$ cat config.mk
export PLATFORM = sky130hd
export DESIGN_NAME = circ_top
export DESIGN_NICKNAME = d
export VERILOG_FILES = /design/src/hw/circ_pkg.sv /design/src/hw/circ_top.sv
export SDC_FILE = /design/constraint.sdc
export NUM_CORES = 1
export LEC_CHECK = 0
export ABC_AREA = 1
export BUFFER_PORTS_ARGS = -buffer_cell sky130_fd_sc_hd__buf_4
export CORE_MARGIN = 2
export CORE_UTILIZATION = 35
export DETAILED_ROUTE_END_ITERATION = 16
export GPL_TIMING_DRIVEN = 0
export HOLD_SLACK_MARGIN = 0.06
export PLACE_DENSITY_LB_ADDON = 0.2
export SETUP_SLACK_MARGIN = 0.02
export SLEW_MARGIN = 20
export SYNTH_ARGS = -nofsm -noshare
export SYNTH_HDL_FRONTEND = slang
export SYNTH_SLANG_ARGS = --single-unit
export TNS_END_PERCENT = 10
$ cat constraint.sdc
create_clock -name i_ref_clk -period 2.2 [get_ports i_ref_clk]
set_input_delay 0.33 -clock i_ref_clk [delete_from_list [all_inputs] [get_ports i_ref_clk]]
set_output_delay 0.33 -clock i_ref_clk [all_outputs]
set_load 0.05 [all_outputs]
$ cat src/hw/circ_pkg.sv
// Package for the CPU interface and reset control block.
// Assumes a 100 MHz core clock, taken as the CPU double-rate clock.
package circ_pkg;
    // Register byte addresses
    localparam logic [3:0] CIRC_ADDR_CTRL = 4'h0;
    localparam logic [3:0] CIRC_ADDR_STATUS = 4'h4;
    localparam logic [3:0] CIRC_ADDR_CMD = 4'h8;
    // Control register field positions
    localparam int CIRC_CTRL_FAST_BIT = 0;
    localparam int CIRC_CTRL_PORT92_BIT = 1;
    localparam int CIRC_CTRL_COPRO_BIT = 2;
    localparam logic [31:0] CIRC_CTRL_RESET = 32'h00000001;
    // Command codes, written as port and data
    localparam logic [7:0] CIRC_PORT_FAST = 8'h92;
    localparam logic [7:0] CIRC_PORT_HOT = 8'hEF;
    localparam logic [7:0] CIRC_PORT_KBD = 8'h64;
    localparam logic [7:0] CIRC_KBD_CMD_A = 8'hFC;
    localparam logic [7:0] CIRC_KBD_CMD_B = 8'hFE;
    // Timing
    localparam int CIRC_CLK_MHZ = 100;
    localparam int CIRC_FAST_DELAY_NS = 6720;
    localparam int CIRC_SLOW_DELAY_NS = 50000;
    localparam int CIRC_FAST_DELAY_CYC = (CIRC_FAST_DELAY_NS * CIRC_CLK_MHZ) / 1000;
    localparam int CIRC_SLOW_DELAY_CYC = (CIRC_SLOW_DELAY_NS * CIRC_CLK_MHZ) / 1000;
    localparam int CIRC_RESET_PULSE_CYC = 16;
    localparam int CIRC_BUSY_MARGIN_CYC = 8;
    localparam int CIRC_STROBE_EDGES = 4;
    // Cycle kinds on the CPU bus and reset sequencer states
    typedef enum logic [1:0] {CIRC_CYC_IDLE, CIRC_CYC_DRAM, CIRC_CYC_SLOT} circ_cyc_t;
    typedef enum logic [2:0] {CIRC_RS_IDLE, CIRC_RS_WAIT, CIRC_RS_PRE, CIRC_RS_PULSE, CIRC_RS_POST} circ_rst_t;
endpackage : circ_pkg

$ cat src/hw/circ_top.sv
// CPU interface and reset control: cycle steering, hold relay, reset sequencing.
// Assumes DRAM and slot controllers on the same clock; pins arrive asynchronous.
//
// Function
// - Strap at power-on selects processor variant
// - Latch status and address on strobe
// - Onboard memory: bank request, done on transfer
// - Done output joins CPU ready externally
// - IO and offboard memory become slot cycles
// - Hold ready during slot; no overlap
// - DMA hold relayed; ack granted after CPU
// - Refresh timer requests hold too
// - System reset drives bus, CPU, coprocessor
// - Bus reset on oscillator edge, strobes off
// - Strobes back after fourth strobe fall
// - Port 92 bit0 or EF read: delayed reset; here a write with ctrl bit 1 set, or any read of the command register
// - Keyboard command reset, fast or slow delay
// - Shutdown cycle causes CPU-only reset
// - CPU-only reset lasts sixteen clocks
// - Busy request brackets system CPU reset
// - No busy request on CPU-only reset
// - Bus reset released with power good
//
// The implementer's own choices: the Avalon-MM slave port and the register addresses.
`timescale 1ns/1ps
module circ_top
    import circ_pkg::*;
#(
    parameter int SLOW_DELAY_CYC = CIRC_SLOW_DELAY_CYC,
    parameter int ADDR_W = 24
)
(
    // Clock and reset
    input wire logic i_ref_clk,
    input wire logic i_rst_n,
    // Avalon-MM slave
    input wire logic [3:0] i_avs_address,
    input wire logic i_avs_read,
    input wire logic i_avs_write,
    input wire logic [31:0] i_avs_writedata,
    output logic [31:0] o_avs_readdata,
    output logic o_avs_waitrequest,
    // CPU bus pins
    input wire logic i_cpu_addr_strobe_n,
    input wire logic i_cpu_status_line1_n,
    input wire logic i_cpu_mio,
    input wire logic i_cpu_wr,
    input wire logic i_cpu_dc,
    input wire logic [ADDR_W-1:0] i_cpu_addr,
    input wire logic i_dram_write_strobe_strap,
    input wire logic i_power_ok_in,
    input wire logic i_bus_oscillator_in,
    input wire logic i_cpu_hold_ack,
    output logic o_cycle_done_out_n,
    output logic o_cpu_hold_req,
    output logic o_cpu_reset_out,
    output logic o_copro_reset_out,
    output logic o_bus_reset_out,
    output logic o_strobe_enable,
    output logic o_cpu_busy_out_n,
    output logic o_mode_32bit,
    // Internal controllers
    input wire logic i_onboard_hit,
    input wire logic i_dram_done,
    input wire logic i_slot_done,
    input wire logic i_dma_hold_req_int,
    input wire logic i_timer_ch1_output,
    output logic o_bank_req,
    output logic o_slot_req,
    output logic [ADDR_W-1:0] o_cyc_addr,
    output logic [2:0] o_cyc_status,
    output logic o_dma_hold_ack_int
);
    // Elaboration check; the delay counters are 16 bits wide
    if (ADDR_W < 16 || ADDR_W > 32 || SLOW_DELAY_CYC < CIRC_FAST_DELAY_CYC || SLOW_DELAY_CYC > 65535)
    begin : g_param_check
        $error("circ_top: unsupported parameter values");
    end

    // Pin synchronisers, two stages each
    logic [5:0] sync1;
    logic [5:0] sync2;
    always_ff @(posedge i_ref_clk or negedge i_rst_n)
    begin
        if (!i_rst_n)
        begin
            sync1 <= 6'h30; // Idle levels, power low, no false edges
            sync2 <= 6'h30;
        end
        else
        begin
            sync1 <= {i_cpu_addr_strobe_n, i_cpu_status_line1_n, i_power_ok_in, i_bus_oscillator_in,
                      i_cpu_hold_ack, i_dram_write_strobe_strap};
            sync2 <= sync1;
        end
    end
    logic ads_n_s, s1_n_s, pwr_s, osc_s, cpu_hold_ack_s, strap_s;
    assign ads_n_s = sync2[5];
    assign s1_n_s = sync2[4];
    assign pwr_s = sync2[3];
    assign osc_s = sync2[2];
    assign cpu_hold_ack_s = sync2[1];
    assign strap_s = sync2[0];

    // Edge history
    logic ads_d, s1_d, osc_d, pwr_d;
    always_ff @(posedge i_ref_clk or negedge i_rst_n)
    begin
        if (!i_rst_n)
        begin
            ads_d <= 1'b1;
            s1_d <= 1'b1;
            osc_d <= 1'b0;
            pwr_d <= 1'b0;
        end
        else
        begin
            ads_d <= ads_n_s;
            s1_d <= s1_n_s;
            osc_d <= osc_s;
            pwr_d <= pwr_s;
        end
    end
    logic ads_fall, s1_fall, osc_rise, pwr_rise;
    assign ads_fall = ads_d && !ads_n_s;
    assign s1_fall = s1_d && !s1_n_s;
    assign osc_rise = !osc_d && osc_s;
    assign pwr_rise = !pwr_d && pwr_s;

    // Processor strap taken once as power comes good
    logic strap_taken;
    always_ff @(posedge i_ref_clk or negedge i_rst_n)
    begin
        if (!i_rst_n)
        begin
            o_mode_32bit <= 1'b0;
            strap_taken <= 1'b0;
        end
        else if (!strap_taken && pwr_rise)
        begin
            o_mode_32bit <= strap_s;
            strap_taken <= 1'b1;
        end
    end

    // Cycle start: address strobe in 32-bit mode, status one in 16-bit mode
    logic cyc_start;
    assign cyc_start = o_mode_32bit ? ads_fall : s1_fall;

    // Shutdown decode differs per processor
    function automatic logic circ_is_shutdown(input logic m32, input logic mio, input logic dc,
                                              input logic wr, input logic [ADDR_W-1:0] a);
        if (m32)
            circ_is_shutdown = mio && !dc && wr && (a[1:0] == 2'h0);
        else
            circ_is_shutdown = !mio && !dc && !wr && (a[1] == 1'b0);
    endfunction : circ_is_shutdown

    // Cycle latch and steering
    circ_cyc_t cyc;
    logic shutdown_hit;
    always_ff @(posedge i_ref_clk or negedge i_rst_n)
    begin
        if (!i_rst_n)
        begin
            cyc <= CIRC_CYC_IDLE;
            o_cyc_addr <= '0;
            o_cyc_status <= 3'h0;
            o_bank_req <= 1'b0;
            o_slot_req <= 1'b0;
            o_cycle_done_out_n <= 1'b1;
            shutdown_hit <= 1'b0;
        end
        else
        begin
            o_cycle_done_out_n <= 1'b1;
            shutdown_hit <= 1'b0;
            case (cyc)
                CIRC_CYC_IDLE:
                    if (cyc_start && !o_cpu_reset_out)
                    begin
                        o_cyc_addr <= i_cpu_addr;
                        o_cyc_status <= {i_cpu_mio, i_cpu_dc, i_cpu_wr};
                        if (circ_is_shutdown(o_mode_32bit, i_cpu_mio, i_cpu_dc, i_cpu_wr, i_cpu_addr))
                        begin
                            shutdown_hit <= 1'b1;
                            o_cycle_done_out_n <= 1'b0;
                        end
                        else if (i_cpu_mio && i_onboard_hit)
                        begin
                            cyc <= CIRC_CYC_DRAM;
                            o_bank_req <= 1'b1;
                        end
                        else
                        begin
                            cyc <= CIRC_CYC_SLOT;
                            o_slot_req <= 1'b1;
                        end
                    end
                CIRC_CYC_DRAM:
                    if (i_dram_done)
                    begin
                        o_bank_req <= 1'b0;
                        o_cycle_done_out_n <= 1'b0;
                        cyc <= CIRC_CYC_IDLE;
                    end
                CIRC_CYC_SLOT:
                    if (i_slot_done)
                    begin
                        o_slot_req <= 1'b0;
                        o_cycle_done_out_n <= 1'b0;
                        cyc <= CIRC_CYC_IDLE;
                    end
                default:
                    cyc <= CIRC_CYC_IDLE;
            endcase
        end
    end

    // Hold relay for DMA and refresh
    always_ff @(posedge i_ref_clk or negedge i_rst_n)
    begin
        if (!i_rst_n)
        begin
            o_cpu_hold_req <= 1'b0;
            o_dma_hold_ack_int <= 1'b0;
        end
        else
        begin
            o_cpu_hold_req <= i_dma_hold_req_int || i_timer_ch1_output;
            o_dma_hold_ack_int <= i_dma_hold_req_int && o_cpu_hold_req && cpu_hold_ack_s;
        end
    end

    // Bus reset follows power good on oscillator rise
    always_ff @(posedge i_ref_clk or negedge i_rst_n)
    begin
        if (!i_rst_n)
            o_bus_reset_out <= 1'b1;
        else if (osc_rise)
            o_bus_reset_out <= !pwr_s;
    end

    // Strobe outputs off in reset, back after fourth strobe fall
    logic [2:0] edge_cnt;
    always_ff @(posedge i_ref_clk or negedge i_rst_n)
    begin
        if (!i_rst_n)
        begin
            o_strobe_enable <= 1'b0;
            edge_cnt <= 3'h0;
        end
        else if (o_bus_reset_out || (osc_rise && !pwr_s))
        begin
            o_strobe_enable <= 1'b0;
            edge_cnt <= 3'h0;
        end
        else if (!o_strobe_enable && cyc_start)
        begin
            if (edge_cnt == 3'(CIRC_STROBE_EDGES - 1))
                o_strobe_enable <= 1'b1;
            edge_cnt <= edge_cnt + 3'h1;
        end
    end

    // Avalon slave: one wait cycle, then answer
    logic [31:0] ctrl;
    logic hot_req, kbd_req;
    logic acc_done;
    logic acc;
    assign acc = (i_avs_read || i_avs_write) && !acc_done;
    always_ff @(posedge i_ref_clk or negedge i_rst_n)
    begin
        if (!i_rst_n)
        begin
            acc_done <= 1'b0;
            o_avs_waitrequest <= 1'b1;
            o_avs_readdata <= 32'h00000000;
            ctrl <= CIRC_CTRL_RESET;
            hot_req <= 1'b0;
            kbd_req <= 1'b0;
        end
        else
        begin
            hot_req <= 1'b0;
            kbd_req <= 1'b0;
            o_avs_waitrequest <= 1'b1;
            acc_done <= 1'b0;
            if (acc)
            begin
                o_avs_waitrequest <= 1'b0;
                acc_done <= 1'b1;
                o_avs_readdata <= 32'h00000000;
                if (i_avs_address == CIRC_ADDR_CTRL)
                begin
                    if (i_avs_write)
                    begin
                        ctrl <= {29'h0, i_avs_writedata[2:0]};
                        if (i_avs_writedata[CIRC_CTRL_PORT92_BIT])
                            hot_req <= 1'b1;
                    end
                    o_avs_readdata <= ctrl;
                end
                else if (i_avs_address == CIRC_ADDR_STATUS)
                    o_avs_readdata <= {26'h0, o_strobe_enable, o_bus_reset_out, o_cpu_reset_out,
                                       o_mode_32bit, cyc == CIRC_CYC_SLOT, cyc == CIRC_CYC_DRAM};
                else if (i_avs_address == CIRC_ADDR_CMD)
                begin
                    if (i_avs_write && i_avs_writedata[15:8] == CIRC_PORT_KBD
                        && (i_avs_writedata[7:0] == CIRC_KBD_CMD_A || i_avs_writedata[7:0] == CIRC_KBD_CMD_B))
                        kbd_req <= 1'b1;
                    if (i_avs_read && i_avs_writedata[15:8] == CIRC_PORT_HOT)
                        hot_req <= 1'b1;
                    if (i_avs_read)
                        hot_req <= 1'b1;
                end
            end
        end
    end

    // Reset sequencer: system and CPU-only resets
    circ_rst_t rs;
    logic [15:0] rcnt;
    logic sys_seq;
    logic [15:0] slow_cyc;
    assign slow_cyc = 16'(SLOW_DELAY_CYC);
    always_ff @(posedge i_ref_clk or negedge i_rst_n)
    begin
        if (!i_rst_n)
        begin
            rs <= CIRC_RS_IDLE;
            rcnt <= 16'h0000;
            sys_seq <= 1'b0;
            o_cpu_reset_out <= 1'b1;
            o_copro_reset_out <= 1'b1;
            o_cpu_busy_out_n <= 1'b1;
        end
        else if (!pwr_s)
        begin
            rs <= CIRC_RS_PRE;
            rcnt <= 16'h0000;
            sys_seq <= 1'b1;
            o_cpu_reset_out <= 1'b1;
            o_copro_reset_out <= 1'b1;
            o_cpu_busy_out_n <= 1'b0;
        end
        else
        begin
            case (rs)
                CIRC_RS_IDLE:
                begin
                    o_copro_reset_out <= ctrl[CIRC_CTRL_COPRO_BIT];
                    if (hot_req || shutdown_hit || kbd_req)
                    begin
                        rs <= CIRC_RS_WAIT;
                        sys_seq <= 1'b0;
                        rcnt <= shutdown_hit ? 16'h0001
                              : (kbd_req && !ctrl[CIRC_CTRL_FAST_BIT]) ? slow_cyc
                              : 16'(CIRC_FAST_DELAY_CYC);
                    end
                end
                CIRC_RS_WAIT:
                    if (rcnt <= 16'h0001)
                    begin
                        rs <= CIRC_RS_PULSE;
                        rcnt <= 16'(CIRC_RESET_PULSE_CYC);
                        o_cpu_reset_out <= 1'b1;
                    end
                    else
                        rcnt <= rcnt - 16'h0001;
                CIRC_RS_PRE:
                    if (rcnt == 16'(CIRC_BUSY_MARGIN_CYC))
                    begin
                        rs <= CIRC_RS_PULSE;
                        rcnt <= 16'(CIRC_RESET_PULSE_CYC);
                    end
                    else
                        rcnt <= rcnt + 16'h0001;
                CIRC_RS_PULSE:
                    if (rcnt == 16'h0001)
                    begin
                        o_cpu_reset_out <= 1'b0;
                        o_copro_reset_out <= ctrl[CIRC_CTRL_COPRO_BIT];
                        rcnt <= 16'(CIRC_BUSY_MARGIN_CYC);
                        rs <= sys_seq ? CIRC_RS_POST : CIRC_RS_IDLE;
                    end
                    else
                        rcnt <= rcnt - 16'h0001;
                CIRC_RS_POST:
                    if (rcnt == 16'h0001)
                    begin
                        o_cpu_busy_out_n <= 1'b1;
                        sys_seq <= 1'b0;
                        rs <= CIRC_RS_IDLE;
                    end
                    else
                        rcnt <= rcnt - 16'h0001;
                default:
                    rs <= CIRC_RS_IDLE;
            endcase
        end
    end
endmodule : circ_top

==> results of run 1 <==
cells by family (layout without fill, tap and decap cells):
logic type                 Yosys count  after routing  synth area share
xor gates and xnor gates            10             10           0.01750
and+or+nand+nor                    296            296            0.2627
buffers and inverters              102            224            0.1017
adders and majority gates            6              6           0.01500
muxes                               24             24           0.05399
AOI/OAI and AO/OA                   65             65           0.07523
other                                1             26         0.0007491
DFF                                 94             94            0.4731
layer usage:
metal	global-route usage	vias up	part of all wire
met5	0	-	0
met4	0.05611	0	0.017
met3	0.05998	14	0.072
met2	0.2854	135	0.49
met1	0.2181	2066	0.42
li1	-	2169	-
per-stage QoR:
step	setup WS [ns]	hold slack, ns	power [uW]	area (um^2)	instances
2_1_floorplan	0.4260	0.03441	6000	5100	623
3_3_place_gp	0.1664	0.3329	7313	6121	909
3_5_place_dp	0.1656	0.3356	7355	6125	909
4_1_cts	0.1455	0.06981	8878	6399	925
5_1_grt	0.03159	0.06578	9435	6401	925
6_report	0.1948	0.02443	8802	6401	925
registers in the layout (all words and copies together) (netlist names), 2 cells and up:
register        flops
ctrl                3
cyc                 2
edge_cnt            3
o_avs_readdata      6
o_cyc_addr         24
o_cyc_status        3
rcnt               16
rs                  3
sync1               6
sync2               6
layout make-up:
class                           instances  area, um^2  area share
Sequential cell                        94        2369      0.3700
Multi-Input combinational cell        427        2225      0.3475
Timing Repair Buffer                  106       799.5      0.1249
Buffer                                 37       265.3     0.04144
Inverter                               65       244.0     0.03812
Clock buffer                           11       232.7     0.03636
Tap cell                              180       225.2     0.03518
Clock inverter                          5       41.29    0.006450
power by group:
part | internal, uW | switching [uW] | total, uW
Sequential | 2240 | 369 | 2610
Combinational | 1500 | 3220 | 4720
Clock | 780 | 692 | 1470
placed cells by master (no fill, tap or decap), types with 17 or more instances in the layout:
cell type  count
nand2_1      149
buf_4        133
dfrtp_1       81
inv_1         54
nor2_1        50
nand3_1       43
conb_1        26
o21ai_0       19
a21oi_1       17
nor3_1        17
path summary, 6_finish.rpt:
path | depth (start not counted) | start | slack, ns | to
max | 12 | rcnt[0]$_DFFE_PN0P_ | 0.19 | rcnt[15]$_DFFE_PN0P_
min | 1 | i_rst_n | 0.02 | o_dma_hold_ack_int$_DFF_PN0_
max reg2reg | 12 | rcnt[0]$_DFFE_PN0P_ | 0.19 | rcnt[15]$_DFFE_PN0P_
min reg2reg | 0 | sync1[1]$_DFF_PN0_ | 0.35 | sync2[1]$_DFF_PN0_
max in group asynchronous | 1 | i_rst_n | 1.56 | o_cyc_addr[11]$_DFFE_PN0P_
min in group i_ref_clk | 1 | i_cpu_hold_ack | 0.08 | sync1[1]$_DFF_PN0_
==> qor.csv, run 1 <==
metric,value,unit
worstMarginPinSlew,0.8593,ns
synth_common_cells,"149 x nand2_1, 81 x dfrtp_1, 54 x inv_1",
ant_nets,0,
core_area,0.01393,mm^2
clock_path_buffers,2,
critPathMaxStageDelay,0.49,ns
wirelength,12.47,mm
grt_max_degree,95,
synth_top_area_cell,dfrtp_1,
grt_pass1_vias,4333,
critPathLaunchType,flop,
cts_max_level,3,
max-slew-margin-rel,0.4271,
antenna_found_initial,0,
drc_errors,0,
cellPowerDensity,1375,mW/mm^2
synth_edf_count,0,
async_reset_ff_frac,1.000,
synth-seq-cells,94,
diodes,0,
rows,43,
critPathArrivalTime,2.30,ns
crit_path_max_fanout,10,
crit_family,simple AND/OR/NAND/NOR gates,
synth_area,0.005006,mm^2
place.gp.congestion,0.8862,
die_area,0.01528,mm^2
yosys.cell_count.top_type,nand2_1,
cts_buffers,9,
fp.dieH,123.6,um
cts_root_buf,clkbuf_16,
hold_buffers,0,
setup_viol_count_final,0,
track_usage,0.1750,
grt_overflow,0,
cp.required,2.49,ns
crit_slowest_cell,dfrtp_1,
vdd_drop_max,911.2,uV
hold_class,in2async,
drive_gt1_frac,0.2926,
cts.clk_slew.worst_paths,0.07,ns
num_vias,4384,
fill_cells,1390,
critPathKind,reg2reg,
clock_latency,0.35,ns
firstDrtPassIters,5,
port_buffers,106,
period_minus_slack,2.005,ns
ys_warn_count,0,
tns,0,ns
postCtsSetupBuffers,0,
drv_cap,0,
fin_util,0.4594,
yosysUniqueCellTypes,41,
synth_seq_area_share,0.4731,
syn_avg_cell_area,8.371,um^2
yosys-top-cells-area,"dfrtp_1 40%, nand2_1 11%, dfstp_2 6.8%",
status,"finished, final reports clean",
grt_pass1_wl,20.67,mm
cts_sinks,94,
fp.dieW,123.6,um
fin_crit_sh,0.9114,
cp-end-kind,flop,
tritoncts,built,
cts_resized,0,
crit_chain,inv_1 -> ha_1 -> nand2_2 -> nor2_2 -> o21ai_2 -> nand2_1 -> nand2_2 -> buf_6 -> nand3_1 -> nand2_1 -> nand2_1 -> nand2_1,
fin_skew,0.006442,ns
synth_ff_type,dfrtp_1,
leakage,0.003280,uW
crit_top_cell,nand2_1,
drv_slew,0,
finalHoldViolCount,0,
pin_count,149,
rsz0062_at_grt,no,
drtIter0Drc,306,
synthCells,598,
viasPerCell,4.739,
max_freq,498.7,MHz
detail_route.wl_per_cell,13.48,um
area_delta_synth_final,27.87,%
synth_top_area_share,0.4049,
nets,824,
start_util,0.3593,
cp_num_buf_inv,2,
dp_hpwl,9.492,mm
(Power assumes the default switching activity.)
==> run 2: changes to the inputs <==
- CORE_ASPECT_RATIO: unset -> 0.75
- SKIP_CTS_REPAIR_TIMING: unset -> 1
==> run 2 against run 1 <==
Net effect: total power grew 0.66%; via count decreased by 1.3%; largest cell class unchanged; sequential power about the same; count of clock-buffer cells in the layout shrank 1.
==> qor.csv, run 2 (same netlist as run 1, synthesis figures left out) <==
metric,value,unit
port_buffers,106,
grt_max_degree,95,
drtIter0Drc,296,
critPathKind,reg2reg,
drv_cap,0,
status,"finished, final reports clean",
layout_commonest_cell,nand2_1,
vdd_drop_max,677.2,uV
worst_hold_slack,0.05618,ns
period_minus_slack,2.008,ns
diodes,0,
fp.dieH,107.6,um
intPower,4536,uW
critPathArrivalTime,2.23,ns
reg.largest.list,"o_cyc_addr: 24 flops, rcnt: 16 flops",
tritoncts,built,
detail_route.wl_per_cell,13.43,um
multi_input_area,0.002225,mm^2
final_cell_mix,"149 x nand2_1, 133 x buf_4, 80 x dfrtp_1, 54 x inv_1, 50 x nor2_1",
critPathLaunchType,flop,
drv_slew,0,
track_usage,0.1704,
critPathMaxStageDelay,0.47,ns
cp.required,2.43,ns
firstDrtPassIters,5,
crit_top_cell,nand2_1,
rows,37,
setup_viol_count_final,0,
crit_family,simple AND/OR/NAND/NOR gates,
max-slew-margin-rel,0.4283,
area_delta_synth_final,28.02,%
nets,824,
place.gp.congestion,0.9124,
viasPerCell,4.704,
leakage,0.003288,uW
drive_gt1_frac,0.2953,
drc_errors,0,
num_vias,4328,
seq_power_share,0.293,
pwr-share-comb,0.535,
fp.dieW,142.1,um
grt_overflow,0,
cts_buffers,9,
wirelength,12.35,mm
rsz0062_at_grt,no,
switching_share,0.4880,
finalHoldViolCount,0,
fin_skew,0.007383,ns
grt_pass1_wl,20.63,mm
dp_hpwl,9.536,mm
cp-end-kind,flop,
switching_power,4324,uW
worstMarginPinSlew,0.8576,ns
regMostFlops,o_cyc_addr,
fin_crit_sh,0.9126,
crit_path_max_fanout,10,
cts.clk_slew.worst_paths,0.07,ns
cts_max_level,3,
clock_latency,0.34,ns
cts_sinks,94,
antenna_found_initial,0,
max_freq,498.1,MHz
ant_nets,0,
largest_register_ffs,24,
clock_path_buffers,2,
clockPowerShare,0.172,
cts_root_buf,clkbuf_16,
tns,0,ns
crit_slowest_cell,dfrtp_2,
crit_chain,inv_1 -> ha_1 -> nand2_2 -> nor2_2 -> o21ai_2 -> nand2_1 -> nand2_2 -> buf_6 -> nand2_1 -> nand3_1 -> nand2_1 -> nand2_1,
die_area,0.01529,mm^2
core_area,0.01384,mm^2
pin_count,149,
seq_area,0.002370,mm^2
cp_num_buf_inv,2,
fill_cells,1356,
grt_pass1_vias,4127,
start_util,0.3617,
cellPowerDensity,1382,mW/mm^2
hold_class,in2async,
## run 2: changes by cell type in the layout (fill, tap and decap cells not counted)
cell        previous run  this run
clkinvlp_4             1         0
inv_8                  1         2
dfrtp_1               81        80
clkbuf_1               4         3
dfrtp_2                0         1
inv_6                  1         3
clkinv_2               1         0
## run 2: power by group through the flow
stage	Clock, uW	Combinational, uW	Sequential, uW
final	1530	4740	2590
after global routing	1650	5130	2670
after CTS	1580	4730	2600
after detailed placement	0	4720	2620
after global placement	0	4680	2610
after floorplan	0	2310	3690
## run 2: worst register-to-register path, stage by stage, from the launching register on
cell,delay (ns)
dfrtp_2,0.47
inv_1,0.13
ha_1,0.21
nand2_2,0.12
nor2_2,0.20
o21ai_2,0.10
nand2_1,0.10
nand2_2,0.11
buf_6,0.18
nand2_1,0.06
nand3_1,0.07
nand2_1,0.09
nand2_1,0.05
## run 2: final cells by class
type | instances | area share
multi-input combinational | 427 | 0.3471
tap | 175 | 0.03417
buffer | 37 | 0.04139
inverter | 65 | 0.03807
timing repair buffer | 106 | 0.1248
clock buffer | 10 | 0.03573
sequential | 94 | 0.3698
clock inverter | 6 | 0.008981
## run 2: path summary, 6_finish.rpt
path	from	endpoint	slack [ns]	cells past startpoint
max in group asynchronous	i_rst_n	rcnt[0]$_DFFE_PN0P_	1.51	1
worst max-delay path	rcnt[0]$_DFFE_PN0P_	rcnt[8]$_DFFE_PN0P_	0.19	12
worst min register to register	sync1[3]$_DFF_PN0_	sync2[3]$_DFF_PN0_	0.35	0
worst min-delay path	i_rst_n	o_cyc_addr[21]$_DFFE_PN0P_	0.06	1
min in group i_ref_clk	i_cpu_status_line1_n	sync1[4]$_DFF_PN1_	0.09	1
worst max register to register	rcnt[0]$_DFFE_PN0P_	rcnt[8]$_DFFE_PN0P_	0.19	12
## run 2: routing by layer
layer / global-route usage / routed length [um] / up-vias
met2: 0.2622 / 5497 / 118
met1: 0.2463 / 6106 / 2028
li1: - / - / 2172
met4: 0.04357 / 142 / 0
met5: 0 / 0 / -
met3: 0.03292 / 607 / 10
## run 2: metrics by stage
step | total power (uW) | setup WS [ns] | instance area [um^2] | util | instances
after global routing | 9454 | 0.06877 | 6409 | 0.4630 | 920
after floorplan | 6000 | 0.4260 | 5100 | - | 623
after detailed placement | 7344 | 0.1203 | 6118 | 0.4420 | 904
after CTS | 8907 | 0.08993 | 6405 | 0.4627 | 920
final | 8860 | 0.1922 | 6409 | 0.4630 | 920
after global placement | 7291 | 0.1473 | 6115 | 0.4417 | 904
==> run 3: changes to the inputs <==
- SKIP_CTS_REPAIR_TIMING: 1 -> unset
- clock period: 2.2 -> 2.11 ns (I/O delays scaled with it)
==> run 3 against run 2 <==
Net effect: total power up 4.6%; fmax up 2.2%; die area unchanged; utilization up 0.30 points; worst setup slack worse by 0.046 ns; global-route usage unchanged; non-clock buffer count up 3; count of clock-buffer cells in the layout unchanged; sequential share of layout area down 0.24 points; critical endpoint unchanged.
==> qor.csv, run 3 (same netlist as run 1, synthesis figures left out) <==
metric,value,unit
drtIter0Drc,318,
worstMarginPinSlew,0.8606,ns
diodes,0,
critPathMaxStageDelay,0.47,ns
cts.clk_slew.worst_paths,0.07,ns
die_area,0.01529,mm^2
switching_share,0.4878,
viasPerCell,4.702,
rows,37,
dp_hpwl,9.536,mm
critPathLaunchType,flop,
clockPowerShare,0.172,
final_cell_mix,"149 x nand2_1, 133 x buf_4, 80 x dfrtp_1, 54 x inv_1, 50 x nor2_1",
largest_register_ffs,24,
max_freq,509.3,MHz
max-slew-margin-rel,0.4263,
cts_sinks,94,
cts_max_level,3,
setup_viol_count_final,0,
fp.dieH,107.6,um
grt_overflow,0,
grt_pass1_wl,20.63,mm
firstDrtPassIters,6,
clock_path_buffers,2,
ant_nets,0,
fin_crit_sh,0.9306,
status,"finished, final reports clean",
setup_ws,0.1464,ns
fin_util,0.4660,
fp.dieW,142.1,um
pin_count,149,
start_util,0.3617,
vdd_drop_max,706.4,uV
critPathArrivalTime,2.19,ns
regMostFlops,o_cyc_addr,
grt_pass1_vias,4127,
critPathKind,reg2reg,
track_usage,0.1704,
crit_top_cell,nand2_1,
drv_cap,0,
crit_path_max_fanout,10,
num_vias,4340,
drc_errors,0,
tns,0,ns
core_area,0.01384,mm^2
cp.required,2.34,ns
crit_slowest_cell,dfrtp_2,
hold_class,in2async,
period_minus_slack,1.964,ns
drive_gt1_frac,0.2955,
port_buffers,106,
nets,827,
post-place-ws,0.03025,ns
switching_power,4519,uW
tritoncts,built,
cp-end-kind,flop,
finalHoldViolCount,0,
reg.largest.list,"o_cyc_addr: 24 flops, rcnt: 16 flops",
leakage,0.003305,uW
wirelength,12.35,mm
area_delta_synth_final,28.84,%
layout_commonest_cell,nand2_1,
antenna_found_initial,0,
pwr-share-comb,0.536,
grt_max_degree,95,
drv_slew,0,
clock_latency,0.34,ns
intPower,4745,uW
fin_skew,0.007830,ns
crit_chain,inv_1 -> ha_1 -> nand2_2 -> nor2_4 -> o21ai_2 -> nand2_1 -> nand2_2 -> buf_6 -> nand2_1 -> nand3_1 -> nand2_1 -> nand2_1,
cts_root_buf,clkbuf_16,
seq_power_share,0.292,
rsz0062_at_grt,yes,
detail_route.wl_per_cell,13.38,um
cts_buffers,9,
cellPowerDensity,1436,mW/mm^2
place.gp.congestion,0.9124,
-- run 3: cell count changes in the layout (fill, tap and decap cells not counted) --
cell and change:
dlygate4sd3_1 +3, clkbuf_1 -1, clkbuf_2 +1, nand2_2 -1, nand2_4 +1, nor2_2 -1
nor2_4 +1
-- run 3: per-layer routing --
metal	global-route usage	up-vias	share of wire
li1	-	2178	-
met1	0.2463	2031	0.49
met2	0.2622	120	0.45
met3	0.03292	11	0.050
met4	0.04357	0	0.012
met5	0	-	0
-- run 3: cell type report --
class,count,area (um^2)
plain buffers,37,266.5
clock buffers,10,229.0
clock inverters,6,57.56
fillers,1353,7392
inverters,65,244.0
multi-input cells,427,2235
flip-flops and latches,94,2370
well taps,175,219.0
repair buffers,109,829.5
-- run 3: power groups by stage --
stage               Sequential, uW  Clock (uW)  Combinational [uW]
floorplan                     3840           0                2410
global placement              2720           0                4880
detailed placement            2730           0                4930
CTS                           2710        1650                4940
global route                  2790        1720                5390
finish                        2700        1590                4970
-- run 3: worst max-delay path: cells and delay by family, from the launching register on --
kind            cells  cell delay, ns
flops               1            0.47
fa+ha+maj           1            0.21
buf+inv             2            0.30
compound gates      1            0.08
simple gates        8            0.77
-- run 3: final timing paths --
| path | depth (start not counted) | slack, ns | start | endpoint |
|---|---|---|---|---|
| max | 12 | 0.15 | rcnt[0]$_DFFE_PN0P_ | rcnt[8]$_DFFE_PN0P_ |
| min | 1 | 0.04 | i_rst_n | o_cyc_addr[21]$_DFFE_PN0P_ |
| max reg2reg | 12 | 0.15 | rcnt[0]$_DFFE_PN0P_ | rcnt[8]$_DFFE_PN0P_ |
| min reg2reg | 0 | 0.35 | sync1[3]$_DFF_PN0_ | sync2[3]$_DFF_PN0_ |
| max in group asynchronous | 1 | 1.43 | i_rst_n | rcnt[0]$_DFFE_PN0P_ |
| min in group i_ref_clk | 1 | 0.08 | i_bus_oscillator_in | sync1[2]$_DFF_PN0_ |
-- run 3: what timing repair did --
action	in CTS	in global routing
setup buffers	0	0
hold endpoints to repair	0	3
hold buffers	0	3
setup endpoints to repair	1	11
gates resized for setup	1	5
-- run 3: stage by stage --
step	instance area (um^2)	std cells	hold slack, ns	total power, uW
after floorplan	5100	623	0.02091	6256
after global placement	6115	904	0.3378	7602
after detailed placement	6118	904	0.3347	7657
after CTS	6407	920	0.06034	9296
after global routing	6450	923	0.06466	9894
final	6450	923	0.04328	9264
